--- config.mk ---
export PLATFORM = sky130hd
export DESIGN_NAME = acgc_global_ctl
export DESIGN_NICKNAME = d
export VERILOG_FILES = /design/src/design/acgc_pkg.sv /design/src/design/acgc_global_ctl.sv /design/src/design/acgc_sync.sv
export SDC_FILE = /design/constraint.sdc
export NUM_CORES = 1
export LEC_CHECK = 0
export BUFFER_PORTS_ARGS = -buffer_cell sky130_fd_sc_hd__buf_4
export CAP_MARGIN = 20
export CELL_PAD_IN_SITES_DETAIL_PLACEMENT = 1
export CELL_PAD_IN_SITES_GLOBAL_PLACEMENT = 2
export CORE_UTILIZATION = 32
export DETAILED_ROUTE_END_ITERATION = 8
export HOLD_SLACK_MARGIN = 0.15
export PLACE_DENSITY = 0.92
export SYNTH_ARGS = -nofsm -noshare
export SYNTH_HDL_FRONTEND = slang
export SYNTH_SLANG_ARGS = --single-unit
--- constraint.sdc ---
create_clock -name clk -period 4.58 [get_ports clk]
set_input_delay 0.458 -clock clk [delete_from_list [all_inputs] [get_ports clk]]
set_output_delay 0.458 -clock clk [all_outputs]
set_load 0.01 [all_outputs]
--- src/design/acgc_pkg.sv ---
// Constants and types for the link global control block
package acgc_pkg;
    // Register placement and layout
    localparam logic [7:0] LGC_OFFSET = 8'h3c;
    localparam int LGC_W = 32;
    localparam int GPI_IRQ_EN_BIT = 0;
    localparam int COLD_RST_N_BIT = 1;
    localparam int WARM_RST_BIT = 2;
    localparam int SHUTOFF_BIT = 3;
    localparam int SDIN0_EN_BIT = 4;
    localparam int SDIN1_EN_BIT = 5;
    localparam int SDIN2_EN_BIT = 6;
    localparam int LGC_USED_W = 7;
    localparam logic [LGC_W-1:0] LGC_RESET = 32'h0000_0000;

    // Sticky event layout
    localparam int STS_W = 4;
    localparam int STS_GPI_BIT = 0;
    localparam int STS_SDIN0_BIT = 1;

    localparam int NUM_SDIN = 3;
    localparam int GPI_W = 4;

    // Timing
    localparam int CLK_PERIOD_NS = 40;
    localparam int BCLK_STOP_CYC = 4;
    localparam int WARM_PULSE_NS = 1000;
    localparam int WARM_PULSE_CYC =
        (WARM_PULSE_NS + CLK_PERIOD_NS - 1) / CLK_PERIOD_NS;
    localparam int STOP_CNT_W = 3;
    localparam int PULSE_CNT_W = 5;

    typedef enum logic [2:0] {
        ACGC_WR_IDLE = 3'b001,
        ACGC_WR_PULSE = 3'b010,
        ACGC_WR_WAIT = 3'b100
    } acgc_warm_state_t;
endpackage // acgc_pkg

--- src/design/acgc_global_ctl.sv ---
// Link global control: enables, shut-off, warm and cold link reset
//
// Contract
// - Enable bit 6 gates third input resume interrupt
// - Enable bit 5 gates second input resume interrupt
// - Enable bit 4 gates first input resume interrupt
// - Shut-off bit 3 releases all link outputs
// - Writing bit 2 starts a warm reset
// - Warm write ignored while bit clock runs
// - Warm bit self-clears once bit clock returns
// - Bit 1 low holds link in cold reset
// - Cold reset bit resets to zero
// - Cold reset bit survives suspend unchanged
// - Cold reset bit lives in core reset
// - Enabled input change sets status and interrupts
// - Disabled input change sets status only
// - Bit clock stopped after four edgeless clocks
module acgc_global_ctl
    import acgc_pkg::*;
(
    input wire logic clk,
    input wire logic sys_rst,
    input wire logic [7:0] reg_addr,
    input wire logic reg_wr,
    input wire logic reg_rd,
    input wire logic [LGC_W-1:0] reg_wdata,
    output logic [LGC_W-1:0] reg_rdata,
    input wire logic [STS_W-1:0] sts_clear,
    output logic [STS_W-1:0] sts,
    output logic irq,
    input wire logic link_bit_clock,
    input wire logic codec_serial_in_0,
    input wire logic codec_serial_in_1,
    input wire logic codec_serial_in_2,
    input wire logic [GPI_W-1:0] gp_in,
    input wire logic frame_sync_req,
    input wire logic frame_sdout,
    output logic link_sync,
    output logic link_sync_oe,
    output logic link_sdout,
    output logic link_sdout_oe,
    output logic link_reset_n,
    output logic link_reset_oe,
    output logic link_logic_rst,
    output logic bclk_stopped
);
    // Synchronised pins
    logic bclk_s;
    logic [NUM_SDIN-1:0] sdin_s;
    logic [GPI_W-1:0] gpi_s;

    acgc_sync #(
        .W(1 + NUM_SDIN + GPI_W)
    ) u_sync (
        .clk(clk),
        .sys_rst(sys_rst),
        .din({link_bit_clock, codec_serial_in_2, codec_serial_in_1,
              codec_serial_in_0, gp_in}),
        .dout({bclk_s, sdin_s, gpi_s})
    );

    // Control register fields
    logic sdin2_resume_irq_en_q;
    logic sdin1_resume_irq_en_q;
    logic sdin0_resume_irq_en_q;
    logic link_shutoff_q;
    logic warm_rst_q;
    logic warm_rst_d;
    logic cold_rst_n_q;
    logic gp_input_irq_en_q;

    // Bit clock watch
    logic bclk_prev_q;
    logic [STOP_CNT_W-1:0] stop_cnt_q;
    logic [STOP_CNT_W-1:0] stop_cnt_d;
    logic bclk_stopped_q;
    logic bclk_edge;
    logic bclk_gone;

    // Event detection
    logic [NUM_SDIN-1:0] sdin_prev_q;
    logic [GPI_W-1:0] gpi_prev_q;
    logic [2:0] gpi_seen_q;
    logic [NUM_SDIN-1:0] resume_evt;
    logic gpi_evt;
    logic [STS_W-1:0] sts_set;
    logic [STS_W-1:0] sts_q;
    logic [STS_W-1:0] sts_d;
    logic [STS_W-1:0] irq_en;
    logic irq_q;

    // Warm reset sequencer
    acgc_warm_state_t wr_state_q;
    acgc_warm_state_t wr_state_d;
    logic [PULSE_CNT_W-1:0] pulse_cnt_q;
    logic [PULSE_CNT_W-1:0] pulse_cnt_d;

    // Register access decode
    logic hit;
    logic ctl_wr;
    logic warm_req;
    logic warm_start;
    logic [LGC_W-1:0] ctl_view;
    logic [LGC_W-1:0] rdata_d;
    logic [LGC_W-1:0] rdata_q;

    // Link pin drivers
    logic sync_d;
    logic sdout_d;
    logic sync_q;
    logic sdout_q;
    logic oe_q;
    logic reset_n_q;
    logic logic_rst_q;

    function automatic logic [STOP_CNT_W-1:0] sat_inc(
        input logic [STOP_CNT_W-1:0] v
    );
        sat_inc = (v == STOP_CNT_W'(BCLK_STOP_CYC)) ? v : v + 1'b1;
    endfunction

    assign hit = (reg_addr == LGC_OFFSET);
    assign ctl_wr = reg_wr && hit;

    // Edge on the link clock restarts the silence count
    assign bclk_edge = bclk_s ^ bclk_prev_q;
    assign stop_cnt_d = bclk_edge ? '0 : sat_inc(stop_cnt_q);
    assign bclk_gone = (stop_cnt_d == STOP_CNT_W'(BCLK_STOP_CYC));

    always_ff @(posedge clk or posedge sys_rst) begin
        if (sys_rst) begin
            bclk_prev_q <= 1'b0;
            stop_cnt_q <= '0;
            bclk_stopped_q <= 1'b0;
        end else begin
            bclk_prev_q <= bclk_s;
            stop_cnt_q <= stop_cnt_d;
            bclk_stopped_q <= bclk_gone;
        end
    end

    // Warm reset only when the clock is known to be absent
    assign warm_req = ctl_wr && reg_wdata[WARM_RST_BIT];
    assign warm_start = warm_req && bclk_stopped_q && cold_rst_n_q
        && (wr_state_q == ACGC_WR_IDLE);

    always_comb begin
        wr_state_d = wr_state_q;
        pulse_cnt_d = pulse_cnt_q;
        warm_rst_d = warm_rst_q;
        case (wr_state_q)
            ACGC_WR_IDLE: begin
                if (warm_start) begin
                    wr_state_d = ACGC_WR_PULSE;
                    pulse_cnt_d = PULSE_CNT_W'(WARM_PULSE_CYC - 1);
                    warm_rst_d = 1'b1;
                end
            end
            ACGC_WR_PULSE: begin
                if (pulse_cnt_q == '0) begin
                    wr_state_d = ACGC_WR_WAIT;
                end else begin
                    pulse_cnt_d = pulse_cnt_q - 1'b1;
                end
            end
            ACGC_WR_WAIT: begin
                if (!bclk_stopped_q) begin
                    wr_state_d = ACGC_WR_IDLE;
                    warm_rst_d = 1'b0;
                end
            end
            default: begin
                wr_state_d = ACGC_WR_IDLE;
                pulse_cnt_d = '0;
                warm_rst_d = 1'b0;
            end
        endcase
        // Cold reset wipes any sequence in flight
        if (!cold_rst_n_q) begin
            wr_state_d = ACGC_WR_IDLE;
            pulse_cnt_d = '0;
            warm_rst_d = 1'b0;
        end
    end

    always_ff @(posedge clk or posedge sys_rst) begin
        if (sys_rst) begin
            wr_state_q <= ACGC_WR_IDLE;
            pulse_cnt_q <= '0;
            warm_rst_q <= LGC_RESET[WARM_RST_BIT];
        end else begin
            wr_state_q <= wr_state_d;
            pulse_cnt_q <= pulse_cnt_d;
            warm_rst_q <= warm_rst_d;
        end
    end

    // Plain read/write fields; only the core reset touches them, so a
    // suspend leaves the cold reset release in place.
    always_ff @(posedge clk or posedge sys_rst) begin
        if (sys_rst) begin
            sdin2_resume_irq_en_q <= LGC_RESET[SDIN2_EN_BIT];
            sdin1_resume_irq_en_q <= LGC_RESET[SDIN1_EN_BIT];
            sdin0_resume_irq_en_q <= LGC_RESET[SDIN0_EN_BIT];
            link_shutoff_q <= LGC_RESET[SHUTOFF_BIT];
            cold_rst_n_q <= LGC_RESET[COLD_RST_N_BIT];
            gp_input_irq_en_q <= LGC_RESET[GPI_IRQ_EN_BIT];
        end else if (ctl_wr) begin
            sdin2_resume_irq_en_q <= reg_wdata[SDIN2_EN_BIT];
            sdin1_resume_irq_en_q <= reg_wdata[SDIN1_EN_BIT];
            sdin0_resume_irq_en_q <= reg_wdata[SDIN0_EN_BIT];
            link_shutoff_q <= reg_wdata[SHUTOFF_BIT];
            cold_rst_n_q <= reg_wdata[COLD_RST_N_BIT];
            gp_input_irq_en_q <= reg_wdata[GPI_IRQ_EN_BIT];
        end
    end

    // Upper bits are not stored and always read zero
    assign ctl_view = {{(LGC_W - LGC_USED_W){1'b0}},
                       sdin2_resume_irq_en_q, sdin1_resume_irq_en_q,
                       sdin0_resume_irq_en_q, link_shutoff_q, warm_rst_q,
                       cold_rst_n_q, gp_input_irq_en_q};
    assign rdata_d = (reg_rd && hit) ? ctl_view : '0;

    always_ff @(posedge clk or posedge sys_rst) begin
        if (sys_rst) begin
            rdata_q <= '0;
        end else begin
            rdata_q <= rdata_d;
        end
    end

    // A codec wakes the link by raising its data line while the clock
    // is absent; data toggling on a live link is not a resume.
    assign resume_evt = sdin_s & ~sdin_prev_q
        & {NUM_SDIN{bclk_stopped_q}};
    // Pins may sit high at reset: wait for sync chain and history
    assign gpi_evt = gpi_seen_q[2] && (gpi_s != gpi_prev_q);

    always_ff @(posedge clk or posedge sys_rst) begin
        if (sys_rst) begin
            sdin_prev_q <= '0;
            gpi_prev_q <= '0;
            gpi_seen_q <= '0;
        end else begin
            sdin_prev_q <= sdin_s;
            gpi_prev_q <= gpi_s;
            gpi_seen_q <= {gpi_seen_q[1:0], 1'b1};
        end
    end

    // Status is kept whatever the enables say; set beats clear
    assign sts_set = {resume_evt, gpi_evt};
    assign sts_d = (sts_q & ~sts_clear) | sts_set;
    assign irq_en = {sdin2_resume_irq_en_q,
                     sdin1_resume_irq_en_q,
                     sdin0_resume_irq_en_q,
                     gp_input_irq_en_q};

    always_ff @(posedge clk or posedge sys_rst) begin
        if (sys_rst) begin
            sts_q <= '0;
            irq_q <= 1'b0;
        end else begin
            sts_q <= sts_d;
            irq_q <= |(sts_d & irq_en);
        end
    end

    // Pin drive; the warm pulse overrides frame sync
    assign sync_d = (wr_state_q == ACGC_WR_PULSE)
        || (cold_rst_n_q && frame_sync_req);
    assign sdout_d = cold_rst_n_q && frame_sdout;

    always_ff @(posedge clk or posedge sys_rst) begin
        if (sys_rst) begin
            sync_q <= 1'b0;
            sdout_q <= 1'b0;
            oe_q <= 1'b1;
            reset_n_q <= 1'b0;
            logic_rst_q <= 1'b1;
        end else begin
            sync_q <= sync_d;
            sdout_q <= sdout_d;
            oe_q <= !link_shutoff_q;
            reset_n_q <= cold_rst_n_q;
            logic_rst_q <= !cold_rst_n_q;
        end
    end

    assign reg_rdata = rdata_q;
    assign sts = sts_q;
    assign irq = irq_q;
    assign link_sync = sync_q;
    assign link_sdout = sdout_q;
    assign link_reset_n = reset_n_q;
    // Shut-off floats all three outputs onto their pull-downs
    assign link_sync_oe = oe_q;
    assign link_sdout_oe = oe_q;
    assign link_reset_oe = oe_q;
    assign link_logic_rst = logic_rst_q;
    assign bclk_stopped = bclk_stopped_q;
endmodule // acgc_global_ctl

--- src/design/acgc_sync.sv ---
// Two-flop synchroniser for levels from outside the clock domain
module acgc_sync #(
    parameter int W = 1
) (
    input wire logic clk,
    input wire logic sys_rst,
    input wire logic [W-1:0] din,
    output logic [W-1:0] dout
);
    logic [W-1:0] meta_q;
    logic [W-1:0] stable_q;

    always_ff @(posedge clk or posedge sys_rst) begin
        if (sys_rst) begin
            meta_q <= '0;
            stable_q <= '0;
        end else begin
            meta_q <= din;
            stable_q <= meta_q;
        end
    end

    assign dout = stable_q;
endmodule // acgc_sync

==> out/results.ini <==
[run_status]
outcome = complete, no violations

[sta]
setup_viol = 0
slew_headroom_pct = 49.4
rsz0062_at_grt = no
worst_slew_pin_slew_ns = 0.759
fin_crit_ns = 1.71
finalCritPeriodShare_pct = 37.2
fmax_ghz = 0.586
finalHoldViolCount = 0
fin_worst_skew_ns = 0.00829
setup-tns-final_ns = 0
slew_viol_final = 0

[clock_network]
cts-root-buf = clkbuf_8
clk_latency_ns = 0.34
cts_resized = 0
clockBufferDepth = 2
cts_made_buffers = 9
hold_buffers = 0
cts_tree = built
h-tree-depth = 3
clk_pin_slew_ns = 0.08
cts_setup_buffers = 0
cts.sinks = 63

[critical_path]
cp_cell_sequence = nand2b_1 > o2111ai_2 > a22o_4 > mux2_4
critPathKind = flip-flop to flip-flop
crit_path_max_incr_delay_ns = 0.59
critPathSlowestCell = dfstp_2
r2r_slack_ns = 2.87
crit_family = flip-flops
cp.arrival_ns = 1.93
reg2regPathDepth = 4
startpoint_type = flip-flop
crit_required_ns = 4.80
crit_path_end_kind = flip-flop
timing.rr.end = pulse_cnt_q[1]
crit_fanout = 6
reg2reg_from = wr_state_q[0]
path_buf_inv = 0

[job]
cap_violations = 0

[final_layout]
area_growth_pct = 26.1
multi_input_area_um2 = 808
drive_gt1_share_pct = 34.0
design_area_mm2 = 0.00321
seq_area_mm2 = 0.00158
nets = 312
final.fill_count = 828
antennaDiodeCount = 0

[power]
leakage_nw = 1.57
vdd_ir_drop_max_mv = 0.185
p_per_area_mw_per_mm2 = 403

[logic_synthesis]
synth_top_family_by_area = simple AND/OR/NAND/NOR gates
synth_simple_gate_area_share_pct = 12.8
synthFlopType = dfrtp_1
yosysMostFrequentCell = dfrtp_1
avgSynthCellArea_um2 = 13.4
synthTopCellsByCount = dfrtp_1, buf_4, inv_1
synth_warnings = 0
yosysTopAreaCell = dfrtp_1
ys_types = 42
yosys.area.top_type_share_pct = 59.0
synth_fa_ha_area_share_pct = 1.47
synth-compound-area-share_pct = 6.83
synth-xor-area-share_pct = 2.41
synth-seq-area-share_pct = 62.1
synth_area_leaders = dfrtp_1, buf_4, dfstp_2, mux2_1, and2_1
synth-seq-cells = 63
async_flop_share_pct = 100
synth.cell_area_mm2 = 0.00255
synth.area.mux_share_pct = 4.42
synth-edff-count = 0
synthCells = 190

[hold_path]
min_to = u_sync.meta_q[0]
hp-class = input port to flip-flop
min-delay-start = gp_in[0]
hold_depth = 1

[routing]
wl_um = 4700
avgViaCountPerCell = 4.27
drc = 0
antenna_left = 0
num_vias = 1530
drt-pass1-iter-count = 6
drtIter0Drc = 50
avgRoutedWirePerCell_um = 13.1

[placed_design]
numPortBuffers = 52
hpwl_um = 3480
place_area_mm2 = 0.00296
gp_congestion = 0.727

[die]
rows = 32
die-area_mm2 = 0.00832
initial_core_util_pct = 33.0
io_pins = 103
die_h_um = 91.2
core_area_mm2 = 0.00773
die_w_um = 91.2

[global_routing]
grt_max_degree = 64
grt_usage_pct = 13.0
grt_pass1_vias = 1612
grt_first_pass_wirelength_um = 7990
antenna_found_initial = 0
gr-total-overflow = 0

## stage by stage
stage               setup WS (ns)  instances  hold WS (ns)  power [mW]  util (%)
floorplan                    2.56        214         0.331       0.675         -
global placement             2.78        342         0.332       0.699      38.3
detailed placement           2.75        342         0.336       0.705      38.3
CTS                          2.87        358         0.199        1.31      41.5
global route                 2.76        358         0.191        1.36      41.5
finish                       2.87        358         0.221        1.29      41.5
## state kept, by name (all words and copies together), names as in the netlist, 3 cells and up
name,flops
wr_state_q,3
sts,4
gpi_prev_q,4
gpi_seen_q,3
stop_cnt_q,3
u_sync.dout,8
pulse_cnt_q,5
u_sync.meta_q,8
sdin_prev_q,3
reg_rdata,7
## final cells by class
cell class	instances	share of cell area, %
clock inverter	7	3.98
clock buffer	9	3.86
sequential	63	49.2
inverter	12	1.40
timing repair buffer	53	12.4
multi-input combinational	112	25.2
tap	102	3.98
## routing by layer
layer  wire (um)  global-route usage [%]
met1        2030                    15.4
met2        2290                    20.5
met3         314                    5.19
met4          66                    6.35
met5           0                       0
## worst max path at each step
| stage | to | slack, ns | depth (start not counted) | start |
|---|---|---|---|---|
| after CTS | pulse_cnt_q[0] | 2.87 | 4 | wr_state_q[0] |
| after global routing | pulse_cnt_q[0] | 2.76 | 4 | cold_rst_n_q |
| final | pulse_cnt_q[1] | 2.87 | 4 | wr_state_q[0] |
| after global placement | pulse_cnt_q[4] | 2.78 | 5 | reg_addr[0] |
| after detailed placement | pulse_cnt_q[4] | 2.75 | 5 | reg_addr[0] |
| after floorplan | bclk_prev_q | 2.56 | 1 | sys_rst |
## cell usage in the layout, fill, tap and decap left out, types with 4 or more instances in the layout
cell type / count
conb_1: 26
clkbuf_8: 9
mux2_1: 6
o21ai_1: 4
buf_4: 53
nor2_1: 10
nand2b_1: 4
xor2_1: 5
nand2_1: 5
inv_1: 10
and2_1: 8
nand3b_1: 4
dfrtp_1: 60
## power by group
part | switching (mW) | internal (mW)
Sequential | 0.0161 | 0.582
Combinational | 0.0506 | 0.0429
Clock | 0.233 | 0.370
## logic make-up after synthesis
| kind of cell | count (synthesis) |
|---|---|
| compound gates | 21 |
| xor+xnor | 7 |
| mux | 9 |
| other cells | 2 |
| buf+inv | 39 |
| simple gates | 46 |
| flops | 63 |
| fa+ha+maj | 3 |
(Power assumes the default switching activity.)
